===== config.mk =====
export PLATFORM = sky130hd
export DESIGN_NAME = variable_length_shift_register
export DESIGN_NICKNAME = d
export VERILOG_FILES = /design/src/design/tap_chain.v /design/src/design/variable_length_shift_register.v
export VERILOG_INCLUDE_DIRS = /design/src /design/src/design
export SDC_FILE = /design/constraint.sdc
export NUM_CORES = 1
export LEC_CHECK = 0
export BUFFER_PORTS_ARGS = -buffer_cell sky130_fd_sc_hd__buf_2
export CORE_MARGIN = 3
export CORE_UTILIZATION = 54
export CTS_CLUSTER_SIZE = 10
export DETAILED_ROUTE_END_ITERATION = 10
export HOLD_SLACK_MARGIN = 0.1
export PLACE_DENSITY = 0.78
export SKIP_LAST_GASP = 1
export SLEW_MARGIN = 20
export SYNTH_ARGS = -nofsm -noshare
export SYNTH_HDL_FRONTEND = slang
export SYNTH_HIERARCHICAL = 1
export SYNTH_SLANG_ARGS = --single-unit

===== constraint.sdc =====
create_clock -name clk_sys -period 2.55 [get_ports clk_sys]
set_clock_uncertainty 0.15 [all_clocks]
set_input_delay 0.51 -clock clk_sys [delete_from_list [all_inputs] [get_ports clk_sys]]
set_output_delay 0.51 -clock clk_sys [all_outputs]
set_load 0.005 [all_outputs]

===== src/design/vlsr_defines.vh =====
// Constants for the dual nibble variable length shift register.
// Assumes inclusion by bare name from the design files.
`ifndef VLSR_DEFINES_VH
`define VLSR_DEFINES_VH

`define VLSR_NIBBLE_W     4
`define VLSR_CODE_W       4
`define VLSR_TAP_W        5
`define VLSR_TAP_STAGES   17
`define VLSR_MIN_DELAY    5'h03
`define VLSR_MAX_DELAY    5'h12
`define VLSR_FIRST_TAP    5'h02
`define VLSR_LAST_TAP     5'h11
`define VLSR_CODE_RESET   4'h0
`define VLSR_MODE_RESET   1'b0
`define VLSR_DATA_RESET   4'h0

`endif


===== src/design/tap_chain.v =====
// One nibble-wide chain of stage registers with a tap selector feeding
// a final output stage register.
// Assumes the tap select is already registered on the same clock.
`timescale 1ns/1ns
`include "vlsr_defines.vh"

module tap_chain #(
    parameter WIDTH  = `VLSR_NIBBLE_W,
    parameter DEPTH  = `VLSR_TAP_STAGES,
    parameter TAP_W  = `VLSR_TAP_W
) (
    input  wire               clk_sys,
    input  wire               rst,
    input  wire [WIDTH-1:0]   data_in,
    input  wire [TAP_W-1:0]   tap_sel,
    output reg  [WIDTH-1:0]   data_out
);

    // Stage 1 sits in the low bits; no reset, so the line costs no reset
    // routing and holds unknown data until flushed
    reg  [WIDTH*DEPTH-1:0] stage;
    reg  [WIDTH-1:0]       next_data_out;
    integer                i;

    // Stages 1..DEPTH shift every edge, untouched by the tap select
    always @(posedge clk_sys) begin // see RULE3 see RULE11 see RULE12
        stage <= {stage[WIDTH*(DEPTH-1)-1:0], data_in};
    end

    always @* begin // see RULE5
        next_data_out = {WIDTH{1'b0}};
        for (i = 1; i <= DEPTH; i = i + 1) begin
            if (tap_sel == i[TAP_W-1:0]) begin
                next_data_out = stage[(i-1)*WIDTH +: WIDTH];
            end
        end
    end

    // Output stage is reset only so the pins are defined from reset on
    always @(posedge clk_sys or posedge rst) begin // see RULE6
        if (rst) begin
            data_out <= {WIDTH{1'b0}};
        end else begin
            data_out <= next_data_out;
        end
    end

endmodule // tap_chain


===== src/design/variable_length_shift_register.v =====
// Dual 4-bit variable length shift register, 3 to 18 stages of delay.
// Assumes upstream and downstream logic run on clk_sys, so no inputs
// are synchronised.
//
// Contract
// RULE1: Two independent 4-bit chains share one clock, length and mode.
// RULE2: Chain delay programmable over every whole value from 3 to 18.
// RULE3: Each input nibble enters its own stage chain on rising edges.
// RULE4: Low nibble feeds low chain and output; high nibble likewise.
// RULE5: Selector passes any stage two to seventeen into output stage.
// RULE6: Shortest path is stage one, stage two, output stage: three.
// RULE7: Delay equals length code plus three.
// RULE8: Mode low: both nibbles delayed by the length code amount.
// RULE9: Mode high: upper nibble fixed at eighteen, lower follows code.
// RULE10: Length code and mode captured on rising edge, drive selection.
// RULE11: Control changes never disturb stages one to seventeen.
// RULE12: No reset on stages; contents unknown until flushed.
`timescale 1ns/1ns
`include "vlsr_defines.vh"

module variable_length_shift_register #(
    parameter WIDTH  = `VLSR_NIBBLE_W,
    parameter CODE_W = `VLSR_CODE_W,
    parameter TAP_W  = `VLSR_TAP_W,
    parameter DEPTH  = `VLSR_TAP_STAGES
) (
    input  wire              clk_sys,
    input  wire              rst,
    input  wire [WIDTH-1:0]  lower_nibble_in,
    input  wire [WIDTH-1:0]  upper_nibble_in,
    input  wire [CODE_W-1:0] delay_length_code,
    input  wire              fixed_upper_mode,
    output wire [WIDTH-1:0]  lower_nibble_out,
    output wire [WIDTH-1:0]  upper_nibble_out,
    output reg               lower_out_valid,
    output reg               upper_out_valid,
    output reg  [TAP_W-1:0]  lower_delay,
    output reg  [TAP_W-1:0]  upper_delay
);

    // Captured controls
    reg  [CODE_W-1:0] length_code;
    reg               upper_fixed;

    // Tap selections derived from captured controls
    reg  [TAP_W-1:0]  lower_tap;
    reg  [TAP_W-1:0]  upper_tap;

    // Fill tracker: a reset copy of the stage line carrying ones
    reg  [DEPTH-1:0]  filled;
    reg               next_lower_valid;
    reg               next_upper_valid;

    // Code zero selects stage two, so output is three edges behind input
    function [TAP_W-1:0] code_to_tap;
        input [CODE_W-1:0] code;
        begin
            case (code)
                4'h0: begin
                    code_to_tap = 5'h02;
                end
                4'h1: begin
                    code_to_tap = 5'h03;
                end
                4'h2: begin
                    code_to_tap = 5'h04;
                end
                4'h3: begin
                    code_to_tap = 5'h05;
                end
                4'h4: begin
                    code_to_tap = 5'h06;
                end
                4'h5: begin
                    code_to_tap = 5'h07;
                end
                4'h6: begin
                    code_to_tap = 5'h08;
                end
                4'h7: begin
                    code_to_tap = 5'h09;
                end
                4'h8: begin
                    code_to_tap = 5'h0A;
                end
                4'h9: begin
                    code_to_tap = 5'h0B;
                end
                4'hA: begin
                    code_to_tap = 5'h0C;
                end
                4'hB: begin
                    code_to_tap = 5'h0D;
                end
                4'hC: begin
                    code_to_tap = 5'h0E;
                end
                4'hD: begin
                    code_to_tap = 5'h0F;
                end
                4'hE: begin
                    code_to_tap = 5'h10;
                end
                4'hF: begin
                    code_to_tap = 5'h11;
                end
                default: begin
                    code_to_tap = `VLSR_FIRST_TAP;
                end
            endcase
        end
    endfunction

    // Delay seen at the pins for a given tap: tap plus the output stage
    function [TAP_W-1:0] tap_to_delay;
        input [TAP_W-1:0] tap;
        begin
            case (tap)
                5'h02: begin
                    tap_to_delay = 5'h03;
                end
                5'h03: begin
                    tap_to_delay = 5'h04;
                end
                5'h04: begin
                    tap_to_delay = 5'h05;
                end
                5'h05: begin
                    tap_to_delay = 5'h06;
                end
                5'h06: begin
                    tap_to_delay = 5'h07;
                end
                5'h07: begin
                    tap_to_delay = 5'h08;
                end
                5'h08: begin
                    tap_to_delay = 5'h09;
                end
                5'h09: begin
                    tap_to_delay = 5'h0A;
                end
                5'h0A: begin
                    tap_to_delay = 5'h0B;
                end
                5'h0B: begin
                    tap_to_delay = 5'h0C;
                end
                5'h0C: begin
                    tap_to_delay = 5'h0D;
                end
                5'h0D: begin
                    tap_to_delay = 5'h0E;
                end
                5'h0E: begin
                    tap_to_delay = 5'h0F;
                end
                5'h0F: begin
                    tap_to_delay = 5'h10;
                end
                5'h10: begin
                    tap_to_delay = 5'h11;
                end
                5'h11: begin
                    tap_to_delay = 5'h12;
                end
                default: begin
                    tap_to_delay = `VLSR_MIN_DELAY;
                end
            endcase
        end
    endfunction

    // Per-chain tap, shared by the data chains and the fill tracker
    function [TAP_W-1:0] chain_tap;
        input [CODE_W-1:0] code;
        input              fixed;
        begin
            if (fixed) begin
                chain_tap = `VLSR_LAST_TAP;
            end else begin
                chain_tap = code_to_tap(code);
            end
        end
    endfunction

    // Picks one bit of the fill tracker, stage numbering from one
    function tap_bit;
        input [DEPTH-1:0] line;
        input [TAP_W-1:0] tap;
        integer           k;
        begin
            tap_bit = 1'b0;
            for (k = 1; k <= DEPTH; k = k + 1) begin
                if (tap == k[TAP_W-1:0]) begin
                    tap_bit = line[k-1];
                end
            end
        end
    endfunction

    // Controls may change on any cycle; only selection depends on them
    always @(posedge clk_sys or posedge rst) begin // see RULE10 see RULE11
        if (rst) begin
            length_code <= `VLSR_CODE_RESET;
        end else begin
            length_code <= delay_length_code;
        end
    end

    always @(posedge clk_sys or posedge rst) begin // see RULE10
        if (rst) begin
            upper_fixed <= `VLSR_MODE_RESET;
        end else begin
            upper_fixed <= fixed_upper_mode;
        end
    end

    // Both selectors read the captured length code; only the upper selector reads the mode
    always @* begin // see RULE1 see RULE2 see RULE7
        lower_tap = chain_tap(length_code, 1'b0);
    end

    always @* begin // see RULE8 see RULE9
        upper_tap = chain_tap(length_code, upper_fixed);
    end

    // Lower nibble chain
    tap_chain #(
        .WIDTH    (WIDTH),
        .DEPTH    (DEPTH),
        .TAP_W    (TAP_W)
    ) lower_chain (
        .clk_sys  (clk_sys),
        .rst      (rst),
        .data_in  (lower_nibble_in),
        .tap_sel  (lower_tap),
        .data_out (lower_nibble_out)
    ); // see RULE4

    // Upper nibble chain
    tap_chain #(
        .WIDTH    (WIDTH),
        .DEPTH    (DEPTH),
        .TAP_W    (TAP_W)
    ) upper_chain (
        .clk_sys  (clk_sys),
        .rst      (rst),
        .data_in  (upper_nibble_in),
        .tap_sel  (upper_tap),
        .data_out (upper_nibble_out)
    ); // see RULE4

    // The data stages have no reset, so a parallel line of ones tells
    // the user when the output carries data accepted after reset
    always @(posedge clk_sys or posedge rst) begin // see RULE12
        if (rst) begin
            filled <= {DEPTH{1'b0}};
        end else begin
            filled <= {filled[DEPTH-2:0], 1'b1};
        end
    end

    always @* begin
        next_lower_valid = tap_bit(filled, lower_tap);
    end

    always @* begin
        next_upper_valid = tap_bit(filled, upper_tap);
    end

    // Valid flags and delay status line up with the output stage load
    always @(posedge clk_sys or posedge rst) begin
        if (rst) begin
            lower_out_valid <= 1'b0;
        end else begin
            lower_out_valid <= next_lower_valid;
        end
    end

    always @(posedge clk_sys or posedge rst) begin
        if (rst) begin
            upper_out_valid <= 1'b0;
        end else begin
            upper_out_valid <= next_upper_valid;
        end
    end

    always @(posedge clk_sys or posedge rst) begin
        if (rst) begin
            lower_delay <= `VLSR_MIN_DELAY;
        end else begin
            lower_delay <= tap_to_delay(lower_tap);
        end
    end

    always @(posedge clk_sys or posedge rst) begin
        if (rst) begin
            upper_delay <= `VLSR_MIN_DELAY;
        end else begin
            upper_delay <= tap_to_delay(upper_tap);
        end
    end

endmodule // variable_length_shift_register


==> results of run 1 <==
[cell families (layout without fill, tap and decap cells)]
logic type | after synthesis | in the layout | share of synthesized area, %
AO/OA/AOI/OAI | 142 | 142 | 15.7
adder cells (fa/ha/maj) | 13 | 13 | 2.45
buffers and inverters | 56 | 147 | 4.61
flip-flops | 178 | 178 | 57.0
multiplexers | 22 | 22 | 3.61
other | 1 | 1 | 0.0566
AND/OR/NAND/NOR | 203 | 203 | 16.6
[routing by layer]
metal	track usage, %	wire length [um]
met5	0	0
met4	7.49	251
met3	5.04	948
met2	36.7	6970
met1	32.6	6970
[worst paths after layout]
path | endpoint | depth (start not counted) | startpoint
max reg2reg | lower_out_valid | 7 | length_code[1]
max | lower_out_valid | 7 | length_code[1]
min reg2reg | upper_chain/stage[25] | 0 | upper_chain/stage[21]
min in group asynchronous | upper_chain/data_out[0] | 3 | rst
min | upper_chain/stage[25] | 0 | upper_chain/stage[21]
max in group asynchronous | lower_delay[1] | 4 | rst
[cells in the final DEF (no fill, tap or decap), drive strengths merged, types with 5 or more instances in the layout]
cell         count
dlygate4sd3     14
nand2           46
nor2            44
o22ai            7
dfrtp           38
nor3            13
a211oi           8
dfxtp          136
clkbuf          23
o21ai           30
nand3           16
inv             27
and3             5
a2111oi          5
a21oi           21
a22oi           11
a31oi           10
mux2i           16
nor2b           11
mux2             6
buf             78
o221ai           6
nor3b           10
nor4            11
ha              13
nand2b          18
[layout make-up]
cell class / instances / share of cell area [%]
inverter: 23 / 1.09
multi-input combinational: 381 / 32.6
clock inverter: 9 / 1.44
tap: 143 / 2.26
sequential: 178 / 47.6
timing repair buffer: 92 / 8.53
clock buffer: 23 / 6.42
[report_power, final]
group	switching, W	internal [W]
logic	0.000367	0.000301
clock network	0.00107	0.00162
registers	0.0000937	0.00297
[flip-flops by register name (all words and copies together), names as in the netlist]
| signal | count |
|---|---|
| lower_chain/data_out | 4 |
| lower_delay | 5 |
| upper_chain/data_out | 4 |
| upper_out_valid | 1 |
| upper_chain/stage | 68 |
| lower_out_valid | 1 |
| upper_delay | 5 |
| upper_fixed | 1 |
| length_code | 4 |
| filled | 17 |
| lower_chain/stage | 68 |
[metrics by stage]
stage / power, W / worst slack [ns] / cells / cell area (um2)
2_1_floorplan: 0.00352 / 0.0141 / 615 / 6640
3_3_place_gp: 0.00374 / 0.0813 / 803 / 7130
3_5_place_dp: 0.00375 / 0.00503 / 803 / 7130
4_1_cts: 0.00646 / 0.0117 / 849 / 7900
5_1_grt: 0.00666 / -0.0497 / 849 / 7930
6_report: 0.00643 / 0.0934 / 849 / 7930
[repair_timing]
action / CTS / global route
resized for setup: 2 / 11
endpoints found under the setup margin: 2 / 10
hold endpoints to repair: 51 / 0
hold buffers: 14 / 0
pin swaps: 0 / 2
==> results.sh, run 1 <==
export IMPL_antenna_cells=0
export IMPL_crit_arrival_ns=2.60
export IMPL_rrSetupSlack_ns=0.09
export IMPL_critPathLaunchType="register"
export IMPL_cp_max_fo=25
export IMPL_tritoncts="built"
export IMPL_synth_cells=615
export IMPL_ys_ff_latch=178
export IMPL_viasPerCell=5.87
export IMPL_finalHoldViolCount=0
export IMPL_path_class="reg -> reg"
export IMPL_ys_flop_type="dfxtp_1"
export IMPL_period_needed_ns=2.46
export IMPL_multi_input_area_um2=2590
export IMPL_vias=4983
export IMPL_clkSlewWorstSetupHoldPaths_ns=0.06
export IMPL_grt_max_degree=35
export IMPL_max_slew_margin_rel_pct=65.2
export IMPL_grt_pass1_wl_mm=24.8
export IMPL_finalMaxSlewViolations=0
export IMPL_ys_warn_count=6
export IMPL_cap_violations=0
export IMPL_syn_nets=643
export IMPL_dieArea_um2=13600
export IMPL_post_cts_setup_buffers=0
export IMPL_antenna_found_initial=0
export IMPL_first_pass_iters=5
export IMPL_synth_most_common_cell="dfxtp_1"
export IMPL_final_nets=721
export IMPL_worstMarginPinSlew_ns=0.517
export IMPL_crit_slowest_cell="dfrtp_2"
export IMPL_clock_root_buffer="clkbuf_16"
export IMPL_async_flop_share_pct=23.6
export IMPL_htreeDepth=4
export IMPL_required_ns=2.69
export IMPL_cts_made_buffers=17
export IMPL_rsz0062_at_grt="yes"
export IMPL_setup_viol=0
export IMPL_die_h_um=117
export IMPL_wire_per_inst_um=17.8
export IMPL_power_leakage_nw=3.37
export IMPL_core_area_um2=11700
export IMPL_yosys_top_cells_count="136 x dfxtp_1, 46 x nand2_1, 42 x nor2_1"
export IMPL_seqCellArea_um2=3780
export IMPL_clockBufferDepth=2
export IMPL_fin_crit_sh_pct=96.3
export IMPL_endpoint_kind="register"
export IMPL_tns_ns=0
export IMPL_ir_drop_v=0.000661
export IMPL_path_delay_family="compound AO/OA/AOI/OAI gates"
export IMPL_synthToLayoutAreaGrowth_pct=19.7
export IMPL_start_util_pct=56.6
export IMPL_cts_sinks=178
export IMPL_routed_wl_mm=15.1
export IMPL_gp_congestion=0.946
export IMPL_dp_hpwl_mm=10.3
export IMPL_yosysSeqAreaShare_pct=57.0
export IMPL_overflow=0
export IMPL_critPathMaxStageDelay_ns=0.45
export IMPL_ys_top_cells_by_area="dfxtp_1 41%, dfrtp_1 14%, nand2_1 2.6%, ha_1 2.5%, mux2i_1 2.4%"
export IMPL_synth_area_um2=6630
export IMPL_first_global_vias=4967
export IMPL_status="completed"
export IMPL_ant_nets=0
export IMPL_rows=39
export IMPL_yosysTopAreaCell="dfxtp_1"
export IMPL_hold_path_class="reg -> reg"
export IMPL_yosysUniqueCellTypes=67
export IMPL_fmax_ghz=0.407
export IMPL_synth_edf_count=0
export IMPL_io_buffers=34
export IMPL_path_cells="ha_4 -> buf_6 -> mux2_4 -> a2111oi_4 -> a21oi_1 -> a32oi_1 -> a211oi_1"
export IMPL_post_route_util_pct=67.7
export IMPL_synth_top_cell_area_share_pct=41.1
export IMPL_fill_cells=889
export IMPL_drt_iter0_drc=493
export IMPL_p_per_area_nw_per_um2=810
export IMPL_worstSkewPairLatency_ns=0.43
export IMPL_drive_gt1_share_pct=21.1
export IMPL_die_x_um=117
export IMPL_drc=0
export IMPL_synth_avg_cell_area_um2=10.8
export IMPL_io_pins=35
export IMPL_worst_path_buf_inv=1
export IMPL_fin_hold_ws_ns=0.196
export IMPL_track_usage_pct=23.4
No activity file was read; power rests on OpenSTA's default activity.
==> run 2: changes to the inputs <==
--- a/config.mk
+++ b/config.mk
@@ -13,8 +13,8 @@
 export DETAILED_ROUTE_END_ITERATION = 10
 export HOLD_SLACK_MARGIN = 0.1
 export PLACE_DENSITY = 0.78
+export RECOVER_POWER = 25
 export SKIP_LAST_GASP = 1
-export SLEW_MARGIN = 20
 export SYNTH_ARGS = -nofsm -noshare
 export SYNTH_HDL_FRONTEND = slang
 export SYNTH_HIERARCHICAL = 1
==> constraint.sdc (replaced) <==
create_clock -name clk_sys -period 2.55 [get_ports clk_sys]
set_clock_uncertainty 0.15 [all_clocks]
set_input_delay 0.1275 -clock clk_sys [delete_from_list [all_inputs] [get_ports clk_sys]]
set_output_delay 0.1275 -clock clk_sys [all_outputs]
set_load 0.005 [all_outputs]
==> run 2 against run 1 <==
Against the previous run:
- combinational power hardly changed
- clock power hardly changed
- final cell count is 0.12% higher
- worst hold slack worse by 0.015 ns
- wire length is 0.17% higher
- die area stayed put
- non-clock buffer count is 1 higher
- highest routed layer unchanged
==> results.sh, run 2 (synthesis gave the netlist of run 1 again) <==
export IMPL_vias=4999
export IMPL_rsz0062_at_grt="yes"
export IMPL_fin_crit_sh_pct=95.9
export IMPL_first_global_vias=4970
export IMPL_worstMarginPinSlew_ns=0.518
export IMPL_cts_made_buffers=17
export IMPL_setup_viol=0
export IMPL_overflow=0
export IMPL_routed_wl_mm=15.2
export IMPL_hold_path_class="in -> reg"
export IMPL_final_common_cell="dfxtp_1"
export IMPL_grt_max_degree=35
export IMPL_drt_iter0_drc=454
export IMPL_first_pass_iters=5
export IMPL_drive_gt1_share_pct=21.1
export IMPL_rows=39
export IMPL_path_class="reg -> reg"
export IMPL_post_route_util_pct=67.8
export IMPL_cts_sinks=178
export IMPL_drc=0
export IMPL_io_pins=35
export IMPL_antenna_found_initial=0
export IMPL_top_regs="lower_chain/stage (68), upper_chain/stage (68), filled (17)"
export IMPL_worstSkewPairLatency_ns=0.43
export IMPL_dpl_cell_area_um2=7130
export IMPL_crit_arrival_ns=2.59
export IMPL_cap_violations=0
export IMPL_max_slew_margin_rel_pct=65.2
export IMPL_required_ns=2.69
export IMPL_htreeDepth=4
export IMPL_viasPerCell=5.88
export IMPL_start_util_pct=56.6
export IMPL_hp_start="lower_nibble_in[1]"
export IMPL_p_per_area_nw_per_um2=809
export IMPL_wire_per_inst_um=17.8
export IMPL_fmax_ghz=0.409
export IMPL_dieArea_um2=13600
export IMPL_finalMaxSlewViolations=0
export IMPL_final_cell_mix="136 x dfxtp_1, 46 x nand2_1, 41 x nor2_1, 39 x buf_4, 37 x dfrtp_1"
export IMPL_r2r_start="length_code[1]"
export IMPL_clkSlewWorstSetupHoldPaths_ns=0.06
export IMPL_tritoncts="built"
export IMPL_final_area_um2=7940
export IMPL_critPathLaunchType="register"
export IMPL_dp_hpwl_mm=10.3
export IMPL_power_leakage_nw=3.37
export IMPL_period_needed_ns=2.44
export IMPL_die_x_um=117
export IMPL_clock_root_buffer="clkbuf_16"
export IMPL_timing_critical_path_from="length_code[1]"
export IMPL_die_h_um=117
export IMPL_gp_congestion=0.946
export IMPL_cp_max_fo=25
export IMPL_status="completed"
export IMPL_core_area_um2=11700
export IMPL_io_buffers=34
export IMPL_track_usage_pct=23.5
export IMPL_synthToLayoutAreaGrowth_pct=19.9
export IMPL_final_nets=722
export IMPL_grt_pass1_wl_mm=24.9
export IMPL_ant_nets=0
export IMPL_ir_drop_v=0.000660
export IMPL_clockBufferDepth=2
export IMPL_finalHoldViolCount=0
export IMPL_antenna_cells=0
export IMPL_endpoint_kind="register"
export IMPL_p_total_w=0.00643
run 2: worst paths after layout:
path	end	slack [ns]	cells after the start
setup / recovery	lower_out_valid	0.11	7
hold / removal	lower_chain/stage[1]	0.18	2
setup reg to reg	lower_out_valid	0.11	7
hold reg to reg	lower_chain/stage[67]	0.20	0
max in group asynchronous	lower_chain/data_out[1]	1.34	4
min in group asynchronous	filled[8]	0.24	4
run 2: through the flow:
step / hold WS, ns / instances / setup TNS (ns) / worst slack [ns]
6_report: 0.181 / 850 / 0 / 0.105
4_1_cts: 0.169 / 850 / 0 / 0.0117
2_1_floorplan: -0.256 / 615 / 0 / 0.0141
5_1_grt: 0.188 / 850 / -0.0838 / -0.0497
3_5_place_dp: -0.0625 / 803 / 0 / 0.00503
3_3_place_gp: -0.0699 / 803 / 0 / 0.0813
run 2: what timing repair did:
action                                  4_1_cts  5_1_grt
setup buffers                                 0        0
gates resized for setup                       2       11
hold buffers                                 15        0
hold endpoints to repair                     55        0
endpoints found under the setup margin        2       10
gates cloned                                  0        0
pin swaps                                     0        2
run 2: power by group:
part	switching [W]	internal, W
sequential	0.0000940	0.00297
clock	0.00107	0.00162
combinational	0.000369	0.000302
total	0.00154	0.00489
run 2: final cells by class:
class,instances,area [um2]
clock inverters,9,114
flip-flops and latches,178,3780
inverters,23,86.3
multi-input cells,381,2590
clock buffers,23,509
well taps,143,179
repair buffers,93,687
fillers,888,3770
run 2: worst max-delay path, stage by stage, from the launching register on:
cell,delay (ns)
dfrtp_2,0.45
ha_4,0.33
buf_6,0.22
mux2_4,0.34
a2111oi_4,0.33
a21oi_1,0.08
a32oi_1,0.28
a211oi_1,0.12
run 2: metal layers:
metal	global-route usage (%)	share of wire, %
met5	0	0
met4	7.49	1.6
met3	5.35	5.6
met2	36.7	46
met1	32.6	47
==> run 3: changes to the inputs <==
--- a/config.mk
+++ b/config.mk
@@ -11,9 +11,9 @@
 export CORE_UTILIZATION = 54
 export CTS_CLUSTER_SIZE = 10
 export DETAILED_ROUTE_END_ITERATION = 10
-export HOLD_SLACK_MARGIN = 0.1
+export HOLD_SLACK_MARGIN = 0.06
 export PLACE_DENSITY = 0.78
-export RECOVER_POWER = 25
+export RECOVER_POWER = 100
 export SKIP_LAST_GASP = 1
 export SYNTH_ARGS = -nofsm -noshare
 export SYNTH_HDL_FRONTEND = slang
==> constraint.sdc (replaced) <==
create_clock -name clk_sys -period 2.55 [get_ports clk_sys]
set_clock_uncertainty 0.15 [all_clocks]
set_input_delay 0.1275 -clock clk_sys [delete_from_list [all_inputs] [get_ports clk_sys]]
set_output_delay 0.1275 -clock clk_sys [all_outputs]
set_load 0.01 [all_outputs]
==> run 3 against run 2 <==
Against the previous run:
- sequential share of layout area is 0.15 points higher
- design area is 0.32% lower
- total power hardly changed
- wire length is 0.32% higher
- first-iteration DRC count is 1.8% higher
- global-route usage is 0.052 points lower
- critical path type unchanged
- critical endpoint is now lower_chain/data_out[3]
- largest power group unchanged
- highest routed layer unchanged
==> results.sh, run 3 (synthesis gave the netlist of run 1 again) <==
export IMPL_required_ns=2.70
export IMPL_fmax_ghz=0.405
export IMPL_drive_gt1_share_pct=17.7
export IMPL_antenna_found_initial=0
export IMPL_rsz0062_at_grt="yes"
export IMPL_routed_wl_mm=15.2
export IMPL_fin_crit_sh_pct=96.7
export IMPL_hold_depth=2
export IMPL_reg2reg_depth=8
export IMPL_antenna_cells=0
export IMPL_top_regs="lower_chain/stage (68), upper_chain/stage (68), filled (17)"
export IMPL_die_x_um=117
export IMPL_clkSlewWorstSetupHoldPaths_ns=0.06
export IMPL_cts_made_buffers=17
export IMPL_drt_iter0_drc=462
export IMPL_die_h_um=117
export IMPL_synthToLayoutAreaGrowth_pct=19.5
export IMPL_cap_violations=0
export IMPL_endpoint_kind="register"
export IMPL_period_needed_ns=2.47
export IMPL_tritoncts="built"
export IMPL_tns_ns=0
export IMPL_setup_viol=0
export IMPL_dp_hpwl_mm=10.3
export IMPL_rows=39
export IMPL_final_cell_mix="136 x dfxtp_1, 46 x nand2_1, 41 x nor2_1, 37 x dfrtp_1, 37 x buf_4"
export IMPL_grt_pass1_wl_mm=24.8
export IMPL_overflow=0
export IMPL_wire_per_inst_um=17.9
export IMPL_cp_max_fo=18
export IMPL_start_util_pct=56.6
export IMPL_finalHoldViolCount=0
export IMPL_post_route_util_pct=67.6
export IMPL_clock_root_buffer="clkbuf_16"
export IMPL_drc=0
export IMPL_viasPerCell=5.88
export IMPL_power_leakage_nw=3.30
export IMPL_ant_nets=0
export IMPL_pwr_share_comb_pct=10.5
export IMPL_fill_cells=899
export IMPL_post_cts_setup_buffers=0
export IMPL_worstMarginPinSlew_ns=0.849
export IMPL_track_usage_pct=23.4
export IMPL_final_common_cell="dfxtp_1"
export IMPL_grt_max_degree=35
export IMPL_first_pass_iters=6
export IMPL_r2r_end="lower_chain/data_out[3]"
export IMPL_fin_hold_ws_ns=0.182
export IMPL_crit_arrival_ns=2.62
export IMPL_pwr_share_seq_pct=47.7
export IMPL_p_total_w=0.00643
export IMPL_gp_congestion=0.946
export IMPL_pwr_share_clk_pct=41.8
export IMPL_hold_path_class="in -> reg"
export IMPL_rrSetupSlack_ns=0.08
export IMPL_ir_drop_v=0.000661
export IMPL_max_slew_margin_rel_pct=43.4
export IMPL_io_pins=35
export IMPL_hp_start="lower_nibble_in[1]"
export IMPL_htreeDepth=4
export IMPL_first_global_vias=4990
export IMPL_worstSkewPairLatency_ns=0.42
export IMPL_core_area_um2=11700
export IMPL_final_nets=723
export IMPL_status="completed"
export IMPL_p_switching_w=0.00155
export IMPL_critPathLaunchType="register"
export IMPL_finalMaxSlewViolations=0
export IMPL_clockBufferDepth=2
export IMPL_path_class="reg -> reg"
export IMPL_switching_share_pct=24.1
export IMPL_dieArea_um2=13600
export IMPL_min_to="lower_chain/stage[1]"
export IMPL_p_per_area_nw_per_um2=813
export IMPL_p_int_w=0.00488
export IMPL_cts_sinks=178
export IMPL_io_buffers=34
export IMPL_r2r_start="length_code[1]"
export IMPL_vias=5000
[run 3: cell count changes in the layout (fill, tap and decap cells not counted)]
cell           change
buf_2             -23
buf_4              -2
clkbuf_1          +24
clkbuf_2           +1
dlygate4sd3_1      +1
[run 3: worst max path at each step]
stage | startpoint | to | slack [ns] | cells after the start
after floorplan | length_code[1] | upper_chain/data_out[3] | 0.01 | 10
after global placement | length_code[1] | upper_out_valid | 0.08 | 8
after detailed placement | length_code[1] | upper_out_valid | 0.005 | 8
after CTS | length_code[1] | lower_out_valid | 0.01 | 7
after global routing | length_code[1] | lower_chain/data_out[1] | -0.05 | 11
final | length_code[1] | lower_chain/data_out[3] | 0.08 | 8
[run 3: through the flow]
step           setup WS (ns)  cell area, um2  instances
3_5_place_dp         0.00503            7130        803
5_1_grt              -0.0497            7920        851
3_3_place_gp          0.0813            7130        803
4_1_cts               0.0117            7920        851
6_report              0.0837            7920        851
2_1_floorplan         0.0141            6640        615
[run 3: final cells by class]
| class | count | area [um2] | share of cell area (%) |
|---|---|---|---|
| Inverter | 23 | 86.3 | 1.09 |
| Sequential cell | 178 | 3780 | 47.7 |
| Tap cell | 143 | 179 | 2.26 |
| Multi-Input combinational cell | 381 | 2590 | 32.7 |
| Timing Repair Buffer | 94 | 662 | 8.36 |
| Clock inverter | 9 | 114 | 1.44 |
| Clock buffer | 23 | 509 | 6.43 |
[run 3: critical path, cell delays in order (launching register included)]
cell       delay (ns)
dfrtp_2          0.45
inv_1            0.32
buf_4            0.31
nor2b_1          0.07
buf_4            0.17
a22oi_1          0.21
o211ai_1         0.16
a2111oi_2        0.38
a21oi_1          0.11
[run 3: timing repair]
action                                 CTS  global route
resized for setup                        2            11
setup endpoints to repair                2            10
hold buffers                            16             0
endpoints found under the hold margin   55             0
pin swaps                                0             2
[run 3: power groups by stage]
stage / sequential, W / combinational [W] / clock, W
floorplan: 0.00312 / 0.000423 / 0
global placement: 0.00312 / 0.000640 / 0
detailed placement: 0.00312 / 0.000648 / 0
CTS: 0.00307 / 0.000676 / 0.00274
global route: 0.00309 / 0.000740 / 0.00284
finish: 0.00307 / 0.000676 / 0.00269
[run 3: per-layer routing]
layer	wire, um	GRT usage [%]
met1	7050	32.6
met5	0	0
met4	246	7.65
met3	875	5.04
met2	7040	36.7
